==> src/rtl/srw_pkg.sv <==
// shared constants and types for the supervisor and watchdog block
package srw_pkg;

  // ----------------------------------------------------------------
  // time base
  // ----------------------------------------------------------------
  localparam int CLK_PERIOD_NS = 20;        // mclk period, 50 MHz
  localparam int TICK_PERIOD_NS = 1000000;  // one time base tick, 1 ms
  localparam int TICK_MS = 1;               // tick length in ms
  // cycles per time base tick
  localparam logic [15:0] TICK_CYCLES =
    16'(TICK_PERIOD_NS / CLK_PERIOD_NS);

  // ----------------------------------------------------------------
  // durations
  // ----------------------------------------------------------------
  localparam int RESET_PULSE_MS = 200;      // reset hold-off
  localparam int WD_TIMEOUT_MS = 1600;      // watchdog timeout
  // tick counts, counters are 11 bits wide
  localparam logic [10:0] RESET_TICKS = 11'(RESET_PULSE_MS / TICK_MS);
  localparam logic [10:0] RESET_LAST =
    11'(RESET_PULSE_MS / TICK_MS - 1);
  localparam logic [10:0] WD_TICKS = 11'(WD_TIMEOUT_MS / TICK_MS);
  localparam logic [10:0] WD_LAST = 11'(WD_TIMEOUT_MS / TICK_MS - 1);

  // ----------------------------------------------------------------
  // pin synchroniser layout
  // ----------------------------------------------------------------
  localparam int PIN_SUPPLY_LOW = 4;        // undervoltage indication
  localparam int PIN_MANUAL_RESET_N = 3;    // manual reset, active low
  localparam int PIN_KICK = 2;              // watchdog kick level
  localparam int PIN_KICK_HIZ = 1;          // kick line floating
  localparam int PIN_POWER_OK = 0;          // sense above reference
  // value of filtered pins during reset: low supply, kick floating
  localparam logic [4:0] PIN_RESET_VALUE = 5'h1B;

  // reset output sequencer states
  typedef enum {
    SRW_RST_PULSE,
    SRW_RST_RUN
  } srw_rst_state_t;

endpackage

==> src/rtl/srw_pin_if.sv <==
// filtered pin levels passed from the synchroniser to the core
`timescale 1ns/1ps
interface srw_pin_if;
  logic supply_low;      // supply below reset threshold
  logic manual_reset_n;  // manual reset, active low
  logic kick;            // watchdog kick level
  logic kick_hiz;        // kick line floating
  logic power_ok;        // sense input above reference

  // the synchroniser drives all filtered levels
  modport sync (
    output supply_low,
    output manual_reset_n,
    output kick,
    output kick_hiz,
    output power_ok
  );

  // the core only reads them
  modport core (
    input supply_low,
    input manual_reset_n,
    input kick,
    input kick_hiz,
    input power_ok
  );
endinterface

==> src/rtl/srw_supervisor.sv <==
// supervisor top: reset pulse, watchdog and power-fail flag
`timescale 1ns/1ps
module srw_supervisor #(
  parameter logic [15:0] TICK_CYCLES = srw_pkg::TICK_CYCLES
) (
  input wire logic mclk,
  input wire logic reset_n,
  input wire logic supply_low_in,
  input wire logic manual_reset_n,
  input wire logic watchdog_kick_in,
  input wire logic watchdog_kick_hiz_in,
  input wire logic power_fail_sense_in,
  output logic reset_out_n,
  output logic reset_out,
  output logic watchdog_expired_n,
  output logic power_fail_flag_n
);

  // ----------------------------------------------------------------
  // pin synchronisation
  // ----------------------------------------------------------------
  srw_pin_if p ();

  // three flops and agreement; 50 ns pulses span two samples
  srw_pin_sync u_sync (
    .mclk(mclk),
    .reset_n(reset_n),
    .supply_low_in(supply_low_in),
    .manual_reset_n(manual_reset_n),
    .watchdog_kick_in(watchdog_kick_in),
    .watchdog_kick_hiz_in(watchdog_kick_hiz_in),
    .power_fail_sense_in(power_fail_sense_in),
    .pins(p.sync)
  );

  // ----------------------------------------------------------------
  // time base
  // ----------------------------------------------------------------
  logic [15:0] div_count;       // free-running divider
  logic [15:0] next_div_count;  // next divider value
  logic tick;                   // one-cycle pulse per ms

  // divider wraps every TICK_CYCLES cycles
  always_comb begin
    tick = (div_count == TICK_CYCLES - 16'h0001);
    if (tick) begin
      next_div_count = 16'h0000;
    end else begin
      next_div_count = div_count + 16'h0001;
    end
  end

  // register the divider
  always_ff @(posedge mclk or negedge reset_n) begin
    if (!reset_n) begin
      div_count <= 16'h0000;
    end else begin
      div_count <= next_div_count;
    end
  end

  // ----------------------------------------------------------------
  // reset pulse sequencer
  // ----------------------------------------------------------------
  srw_pkg::srw_rst_state_t state;       // pulse or running
  srw_pkg::srw_rst_state_t next_state;  // next state
  logic [10:0] rst_count;               // ticks since trigger ended
  logic [10:0] next_rst_count;          // next tick count
  logic trigger;                        // a reset cause is present
  logic next_reset_out_n;               // next active-low reset

  // hold while a cause is present, then time the hold-off
  always_comb begin
    trigger = p.supply_low | ~p.manual_reset_n;
    next_state = state;
    next_rst_count = rst_count;
    if (trigger) begin
      // any cause restarts the full hold-off
      next_state = srw_pkg::SRW_RST_PULSE;
      next_rst_count = 11'h000;
    end else begin
      case (state)
        srw_pkg::SRW_RST_PULSE: begin
          // count ms ticks until the pulse is complete
          if (tick) begin
            next_rst_count = rst_count + 11'h001;
            if (rst_count == srw_pkg::RESET_LAST) begin
              next_state = srw_pkg::SRW_RST_RUN;
            end
          end
        end
        srw_pkg::SRW_RST_RUN: begin
          // released; only a new cause restarts the pulse
          next_rst_count = rst_count;
        end
        default: begin
          next_state = srw_pkg::SRW_RST_PULSE;
          next_rst_count = 11'h000;
        end
      endcase
    end
    // both outputs are driven from the same next state
    next_reset_out_n = (next_state == srw_pkg::SRW_RST_RUN);
  end

  // register sequencer and both reset outputs
  always_ff @(posedge mclk or negedge reset_n) begin
    if (!reset_n) begin
      state <= srw_pkg::SRW_RST_PULSE;
      rst_count <= 11'h000;
      reset_out_n <= 1'b0;
      reset_out <= 1'b1;
    end else begin
      state <= next_state;
      rst_count <= next_rst_count;
      reset_out_n <= next_reset_out_n;
      reset_out <= ~next_reset_out_n;
    end
  end

  // ----------------------------------------------------------------
  // watchdog
  // ----------------------------------------------------------------
  logic [10:0] wd_count;        // ticks since last clear
  logic [10:0] next_wd_count;   // next watchdog count
  logic kick_prev;              // kick level one cycle back
  logic kick_edge;              // kick changed level
  logic wd_clear;               // any clearing condition
  logic next_watchdog_n;        // next watchdog output
  logic next_power_flag_n;      // next power-fail flag

  // clear on reset, float or edge; count ms otherwise
  always_comb begin
    kick_edge = p.kick ^ kick_prev;
    wd_clear = (state != srw_pkg::SRW_RST_RUN) | p.kick_hiz | kick_edge;
    if (wd_clear) begin
      next_wd_count = 11'h000;
    end else if (tick && (wd_count != srw_pkg::WD_TICKS)) begin
      next_wd_count = wd_count + 11'h001;
    end else begin
      // saturate once expired so the output stays low
      next_wd_count = wd_count;
    end
    // low on expiry or low supply; no hold-off on release
    next_watchdog_n = ~((next_wd_count == srw_pkg::WD_TICKS) |
                        p.supply_low);
    next_power_flag_n = p.power_ok;
  end

  // register watchdog state and flag outputs
  always_ff @(posedge mclk or negedge reset_n) begin
    if (!reset_n) begin
      wd_count <= 11'h000;
      kick_prev <= 1'b0;
      watchdog_expired_n <= 1'b0;
      power_fail_flag_n <= 1'b1;
    end else begin
      wd_count <= next_wd_count;
      kick_prev <= p.kick;
      watchdog_expired_n <= next_watchdog_n;
      power_fail_flag_n <= next_power_flag_n;
    end
  end

  // ----------------------------------------------------------------
  // checks
  // ----------------------------------------------------------------
  logic [10:0] pulse_ticks;  // ticks seen since last cause ended

  // independent tally of the hold-off for the width check
  always_ff @(posedge mclk or negedge reset_n) begin
    if (!reset_n) begin
      pulse_ticks <= 11'h000;
    end else if (trigger) begin
      pulse_ticks <= 11'h000;
    end else if (tick && (pulse_ticks != 11'h7FF)) begin
      pulse_ticks <= pulse_ticks + 11'h001;
    end
  end
endmodule

==> src/rtl/srw_pin_sync.sv <==
// three-stage synchroniser with agreement filter for the input pins
`timescale 1ns/1ps
module srw_pin_sync (
  input wire logic mclk,
  input wire logic reset_n,
  input wire logic supply_low_in,
  input wire logic manual_reset_n,
  input wire logic watchdog_kick_in,
  input wire logic watchdog_kick_hiz_in,
  input wire logic power_fail_sense_in,
  srw_pin_if.sync pins
);

  // ----------------------------------------------------------------
  // synchroniser stages
  // ----------------------------------------------------------------
  logic [4:0] raw;        // gathered pin levels
  logic [4:0] stage1;     // first flop, read only by stage2
  logic [4:0] stage2;     // second flop
  logic [4:0] stage3;     // third flop
  logic [4:0] filt;       // accepted level
  logic [4:0] next_filt;  // next accepted level

  assign raw = {supply_low_in, manual_reset_n, watchdog_kick_in,
                watchdog_kick_hiz_in, power_fail_sense_in};

  // a bit changes only once the second and third stages agree
  always_comb begin
    next_filt = (~(stage2 ^ stage3) & stage3) |
                ((stage2 ^ stage3) & filt);
  end

  // register all stages
  always_ff @(posedge mclk or negedge reset_n) begin
    if (!reset_n) begin
      stage1 <= srw_pkg::PIN_RESET_VALUE;
      stage2 <= srw_pkg::PIN_RESET_VALUE;
      stage3 <= srw_pkg::PIN_RESET_VALUE;
      filt <= srw_pkg::PIN_RESET_VALUE;
    end else begin
      stage1 <= raw;
      stage2 <= stage1;
      stage3 <= stage2;
      filt <= next_filt;
    end
  end

  // ----------------------------------------------------------------
  // hand filtered levels to the core
  // ----------------------------------------------------------------
  assign pins.supply_low = filt[srw_pkg::PIN_SUPPLY_LOW];
  assign pins.manual_reset_n = filt[srw_pkg::PIN_MANUAL_RESET_N];
  assign pins.kick = filt[srw_pkg::PIN_KICK];
  assign pins.kick_hiz = filt[srw_pkg::PIN_KICK_HIZ];
  assign pins.power_ok = filt[srw_pkg::PIN_POWER_OK];

endmodule

==> config.mk <==
export PLATFORM = sky130hd
export DESIGN_NAME = srw_supervisor
export DESIGN_NICKNAME = d
export VERILOG_FILES = /design/src/rtl/srw_pkg.sv /design/src/rtl/srw_pin_if.sv /design/src/rtl/srw_supervisor.sv /design/src/rtl/srw_pin_sync.sv
export SDC_FILE = /design/constraint.sdc
export NUM_CORES = 1
export LEC_CHECK = 0
export BUFFER_PORTS_ARGS = -buffer_cell sky130_fd_sc_hd__buf_2
export CAP_MARGIN = 5
export CORE_MARGIN = 1
export CORE_UTILIZATION = 50
export CTS_BUF_LIST = sky130_fd_sc_hd__clkbuf_8
export DETAILED_ROUTE_END_ITERATION = 10
export GPL_ROUTABILITY_DRIVEN = 0
export PLACE_DENSITY = 0.66
export SETUP_SLACK_MARGIN = 0.02
export SKIP_CTS_REPAIR_TIMING = 1
export SLEW_MARGIN = 20
export SYNTH_ARGS = -nofsm -noshare
export SYNTH_HDL_FRONTEND = slang
export SYNTH_SLANG_ARGS = --single-unit
==> constraint.sdc <==
create_clock -name mclk -period 4 [get_ports mclk]
set_input_delay 0.8 -clock mclk [delete_from_list [all_inputs] [get_ports mclk]]
set_output_delay 0.8 -clock mclk [all_outputs]
set_load 0.01 [all_outputs]
# ---- After elaboration in Yosys (flattened, before gate mapping)
# Index checks and enable logic that the tools add are counted.
dict set report op_classes {
  bitwise 13
  add_sub_neg 3
  muxes 10
  n_eq_ne 9
  reduce_logical 3
}
# cell n
set op_table {}
lappend op_table {{$mux W32} 3}
lappend op_table {{$pmux W32 S2} 1}
lappend op_table {{$mux W11} 4}
lappend op_table {{$eq A32 B1 Y1 const B} 1}
lappend op_table {{$eq A32 B2 Y1 const B} 1}
lappend op_table {{$logic_not A32 Y1} 1}
lappend op_table {{$ne A32 B2 Y1 const B} 1}
lappend op_table {{$add A11 B1 Y11 const B} 2}
lappend op_table {{$pmux W11 S2} 1}
lappend op_table {{$add A16 B1 Y16 const B} 1}
lappend op_table {{$eq A16 B16 Y1 const B} 1}
lappend op_table {{$mux W16} 1}
lappend op_table {{$eq A11 B11 Y1 const B} 1}
lappend op_table {{$eq A11 B8 Y1 const B} 1}
lappend op_table {{$ne A11 B11 Y1 const B} 1}
lappend op_table {{$and A5 B5 Y5} 2}
lappend op_table {{$not A5 Y5} 1}
lappend op_table {{$or A5 B5 Y5} 1}
lappend op_table {{$xor A5 B5 Y5} 1}
lappend op_table {{$or A1 B1 Y1} 4}
lappend op_table {{$ne A3 B3 Y1 const B} 1}
lappend op_table {{$not A1 Y1} 3}
lappend op_table {{$ne A2 B2 Y1 const B} 1}
lappend op_table {{$reduce_and A2 Y1} 1}
lappend op_table {{other kinds (2)} 2}
dict set report word_totals {
  out_inout_bits 4
  elab_cells 51
  input_bits 7
  ff_bits 95
}

# ---- Depth between registers and ports, before layout
dict set report logic_depth {
  depth_word 7
  mapped_depth 9
  mapped_depth_nobuf 7
}

# ---- Hierarchy
# Synthesis repeated with hierarchy kept, for this count alone.
dict set report unflattened {
  cells_unflattened 298
  hier_area_um2 3658.5
}
# module seq_area_each_um2 instances area_each_um2 cells_per_inst
set modules_own_cells {}
lappend modules_own_cells {srw_supervisor 1879.3 1 3081.7 273}
lappend modules_own_cells {srw_pin_sync 520.5 1 576.8 25}

# ---- Worst setup path after synthesis
# No wires, ideal clock.
dict set report synth_path {
  kind {register to register}
  from {register div_count[0]}
  to {register watchdog_expired_n}
  path_stages_with_launch 9
  setup_ns 0.140
  t_required_ns 3.860
  n_path_buf 2
  arrival_ns 1.886
  slack_ns 1.974
  synth_period_minus_slack_ns 2.026
  cell_sequence {dfrtp_1 ha_1 and3_1 clkbuf_1 and4_2 buf_4 a211o_2 a22oi_1 a41oi_1}
}
dict set report synth_between {
  elab_chain_cells 7
}
# element line
set synth_lines {}
lappend synth_lines {{from (decl)} srw_supervisor.sv:39} ;# logic [15:0] div_count;
lappend synth_lines {{from (signal assigned)} srw_supervisor.sv:58} ;# div_count <= next_div_count;
lappend synth_lines {{$eq A16 B16 Y1} srw_supervisor.sv:45} ;# tick = (div_count == TICK_CYCLES - 16'h0001);
lappend synth_lines {{$logic_and A1 B1 Y1} srw_supervisor.sv:138} ;# end else if (tick && (wd_count != srw_pkg::WD_TICKS)) begin
lappend synth_lines {{$mux W11} srw_supervisor.sv:138}
lappend synth_lines {{$mux W11} srw_supervisor.sv:136} ;# if (wd_clear) begin
lappend synth_lines {{$eq A11 B11 Y1} srw_supervisor.sv:145} ;# next_watchdog_n = ~((next_wd_count == srw_pkg::WD_TICKS) |
lappend synth_lines {{$or A1 B1 Y1} srw_supervisor.sv:145}
lappend synth_lines {{$not A1 Y1} srw_supervisor.sv:145}
lappend synth_lines {{named net next_watchdog_n} srw_supervisor.sv:129} ;# logic next_watchdog_n;
lappend synth_lines {{to (signal assigned)} srw_supervisor.sv:160} ;# watchdog_expired_n <= next_watchdog_n;
lappend synth_lines {{to (decl)} srw_supervisor.sv:15} ;# output logic watchdog_expired_n,
# The timed path passes the listed nets, and every way through them passes these cells.
# A chain may end at the register's enable or synchronous reset.

# ---- Final worst setup path
# Ends and elaborated chain as after synthesis.

==> reports/qor.csv <==
metric,value,unit
multi_input_logic_area,0.00140,mm^2
path_clk_slew,90,ps
ctsHtreeMaxLevel,3,
synth_fa_ha_area_frac,0.0266,
worst-slew-pin-transition,679,ps
grt_max_degree,58,
r2r.worst_path.cells,6,
cts.path.max_buffers,2,
setup_repair_after_global_routing_missed_its_margin,no,
placement_rows,31,
globalRoute.totalOverflow,0,
number_of_endpoints_failing_setup_at_the_final_stage,0,
max_capacitance_violation_total,0,
antenna_found_initial,0,
synth_enable_flop_cells,0,
finalCriticalPeriod,2230,ps
pwr-share-seq,0.617,
worst_ep_required_time,4210,ps
synth_area_leaders,"sky130_fd_sc_hd__dfrtp_1 51%, sky130_fd_sc_hd__dfstp_2 13%, sky130_fd_sc_hd__xnor2_1 5.1%",
critPathArrivalTime,2440,ps
global_route.usage.total,0.181,
via_count_of_the_routed_design,2307,
via_per_inst,5.10,
num_antenna_cells,0,
die_span_x,88.8,um
synth-compound-area-share,0.0515,
worst_hold_path.endpoint,u_sync.stage2[1],
cts_inserted_buffers,9,
r2r-start,div_count[0],
cts_tree,built,
start_util,0.519,
finalCritPeriodShare,0.557,
timing.hold.worst.class,reg2reg,
share_of_cells_above_drive_strength_1,0.178,
drt_pre_antenna_iters,4,
switching_power,0.000365,W
instances_no_fill,452,
result_of_the_run,"complete, no violations",
design.die.area,0.00788,mm^2
power.density_cell_area,389,mW/mm^2
intPower,0.00128,W
clock-skew-final,11.5,ps
antenna_violation_net_count_after_detailed_routing,0,
report.final.slew_viol_count,0,
rr_endpoint,watchdog_expired_n,
synth_largest_area_cell,sky130_fd_sc_hd__dfrtp_1,
number_of_global_route_vias_before_repair,2294,
power.combinational.fraction,0.023,
dr_wl_cell,13.3,um
power.leakage,1.75,nW
timing.setup.critical_path_class,reg2reg,
top_level_ports,11,
synth_top_flop_cell,sky130_fd_sc_hd__dfrtp_1,
drc,0,
clkPwrFrac,0.360,
hpwl,4010,um
area_growth_syn_to_layout,12.0,%
p_sw_frac,0.223,
end_kind,flop,
synth_sequential_area_ratio,0.637,
core-area,0.00725,mm^2
fmaxAchievable,449,MHz
crit_fanout,12,
synth_warnings,0,
post_synth_instance_area,0.00377,mm^2
synth.mux.area_fraction,0,
wirelength,6030,um
regArea,0.00240,mm^2
number_of_placed_cells_counting_well_taps,436,
synthCells,302,
ys_types,53,
synthArstFlopShare,1.00,
final_nets,359,
wire_length_of_the_first_global_routing_pass,10600,um
worst_setup_path_start_kind,flop,
report.final.hold_viol_count,0,
yosys_register_bits,95,
die_height,88.8,um
tns,0,ps
detail_route.iter0.violations,91,
yosysTopAreaCellShare,0.512,
clock-sinks,95,
fillCellCount,606,
r2r_setup_slk,1770,ps
synth_xor_xnor_area_share,0.0698,
ir_drop,267,uV
synth.avg_cell_area,12.5,um^2
timing.hold.worst_path_depth,0,
post_synth_and_or_nand_nor_area_fraction,0.193,
combinational_family_with_the_most_area_after_synthesis,simple AND/OR/NAND/NOR gates,
clk-insertion-delay-late,350,ps
maxSlewHeadroom,0.548,
hold_path_startpoint,u_sync.stage1[1],
port_buffers,10,
root_buffer,sky130_fd_sc_hd__clkbuf_8,
==> critical path, cell delays in order, from the launching register on <==
cell and delay, ps:
sky130_fd_sc_hd__dfrtp_1 410, sky130_fd_sc_hd__ha_1 240, sky130_fd_sc_hd__and3_1 310, sky130_fd_sc_hd__nand4_2 340
sky130_fd_sc_hd__a2111o_1 490, sky130_fd_sc_hd__a22oi_1 160, sky130_fd_sc_hd__a41oi_1 130
==> registers in the layout, indices dropped and copies added (netlist names), 5 cells and up, named ones only <==
register,cells
u_sync.stage1,5
rst_count,11
div_count,16
wd_count,11
u_sync.stage3,5
u_sync.stage2,5
state,32
==> area by class of cell <==
cell class,instances,share of cell area
flip-flops and latches,95,0.569
multi-input cells,220,0.332
clock buffers,11,0.0359
well taps,99,0.0294
repair buffers,12,0.0160
clock inverters,5,0.00919
inverters,10,0.00890
==> Yosys cell counts (2+ instances only) <==
master,count
sky130_fd_sc_hd__nand4_1,11
sky130_fd_sc_hd__and3_2,2
sky130_fd_sc_hd__nor4_1,12
sky130_fd_sc_hd__and2_1,3
sky130_fd_sc_hd__buf_4,2
sky130_fd_sc_hd__dfrtp_1,77
sky130_fd_sc_hd__clkbuf_1,4
sky130_fd_sc_hd__a21oi_1,10
sky130_fd_sc_hd__a31o_2,2
sky130_fd_sc_hd__dfstp_2,18
sky130_fd_sc_hd__nor2_1,26
sky130_fd_sc_hd__nor3_1,6
sky130_fd_sc_hd__nand3_1,13
sky130_fd_sc_hd__ha_1,4
sky130_fd_sc_hd__nand3b_1,2
sky130_fd_sc_hd__inv_1,10
sky130_fd_sc_hd__nand4_2,2
sky130_fd_sc_hd__o21ai_0,5
sky130_fd_sc_hd__and3_1,4
sky130_fd_sc_hd__nand2_1,17
sky130_fd_sc_hd__xor2_1,8
sky130_fd_sc_hd__a22oi_1,3
sky130_fd_sc_hd__or3_1,3
sky130_fd_sc_hd__xnor2_1,22
sky130_fd_sc_hd__and4_2,2
sky130_fd_sc_hd__maj3_1,5
sky130_fd_sc_hd__and4bb_2,2
sky130_fd_sc_hd__and4_1,2
==> worst max path at each step <==
stage,startpoint,to,slack (ps)
3_3_place_gp,div_count[0],watchdog_expired_n,1880
2_1_floorplan,div_count[0],watchdog_expired_n,1970
4_1_cts,div_count[5],watchdog_expired_n,1790
5_1_grt,div_count[0],watchdog_expired_n,1610
3_5_place_dp,div_count[5],watchdog_expired_n,1810
6_report,div_count[0],watchdog_expired_n,1770
==> kinds of logic after synthesis <==
kind of cell / Yosys count
DFF: 95
and+or+nand+nor: 121
xor gates and xnor gates: 30
AOI/OAI and AO/OA: 29
other: 1
buffers and inverters: 17
adders and majority gates: 9
==> through the flow <==
| step | utilization | total power [W] | area (um^2) | setup slack (ps) | hold WS, ps |
|---|---|---|---|---|---|
| 2_1_floorplan | - | 0.00104 | 3880 | 1970 | 331 |
| 3_3_place_gp | 0.555 | 0.00107 | 4030 | 1880 | 333 |
| 3_5_place_dp | 0.555 | 0.00107 | 4030 | 1810 | 337 |
| 4_1_cts | 0.582 | 0.00166 | 4220 | 1790 | 351 |
| 5_1_grt | 0.582 | 0.00171 | 4220 | 1610 | 353 |
| 6_report | 0.582 | 0.00164 | 4220 | 1770 | 346 |
==> cell usage in the layout, fill, tap and decap left out, types with 3 or more instances in the layout <==
cell / netlist / layout
sky130_fd_sc_hd__maj3_1: 5 / 5
sky130_fd_sc_hd__and3_1: 4 / 4
sky130_fd_sc_hd__a21oi_1: 10 / 10
sky130_fd_sc_hd__or3_1: 3 / 3
sky130_fd_sc_hd__ha_1: 4 / 4
sky130_fd_sc_hd__dfrtp_1: 77 / 77
sky130_fd_sc_hd__clkbuf_8: 0 / 11
sky130_fd_sc_hd__inv_1: 10 / 10
sky130_fd_sc_hd__nand2_1: 17 / 17
sky130_fd_sc_hd__conb_1: 1 / 31
sky130_fd_sc_hd__o21ai_0: 5 / 5
sky130_fd_sc_hd__and2_1: 3 / 3
sky130_fd_sc_hd__a22oi_1: 3 / 3
sky130_fd_sc_hd__buf_2: 0 / 9
sky130_fd_sc_hd__nand4_1: 11 / 11
sky130_fd_sc_hd__nor2_1: 26 / 26
sky130_fd_sc_hd__nor4_1: 12 / 12
sky130_fd_sc_hd__dfstp_2: 18 / 18
sky130_fd_sc_hd__xnor2_1: 22 / 22
sky130_fd_sc_hd__buf_4: 2 / 3
sky130_fd_sc_hd__nand3_1: 13 / 13
sky130_fd_sc_hd__nor3_1: 6 / 6
sky130_fd_sc_hd__xor2_1: 8 / 8
==> power groups by stage <==
stage	Clock [W]	Combinational (W)	Sequential [W]
floorplan	0	0.0000109	0.00103
global placement	0	0.0000377	0.00103
detailed placement	0	0.0000388	0.00103
CTS	0.000611	0.0000387	0.00101
global route	0.000648	0.0000448	0.00102
finish	0.000591	0.0000372	0.00101
==> routing by layer <==
| layer | vias up | wire length [um] | GRT usage |
|---|---|---|---|
| li1 | 1126 | - | - |
| met1 | 1134 | 2830 | 0.233 |
| met4 | 0 | 133 | 0.0924 |
| met5 | - | 0 | 0 |
| met2 | 36 | 2890 | 0.291 |
| met3 | 11 | 176 | 0.0373 |
(Power assumes the default switching activity.)
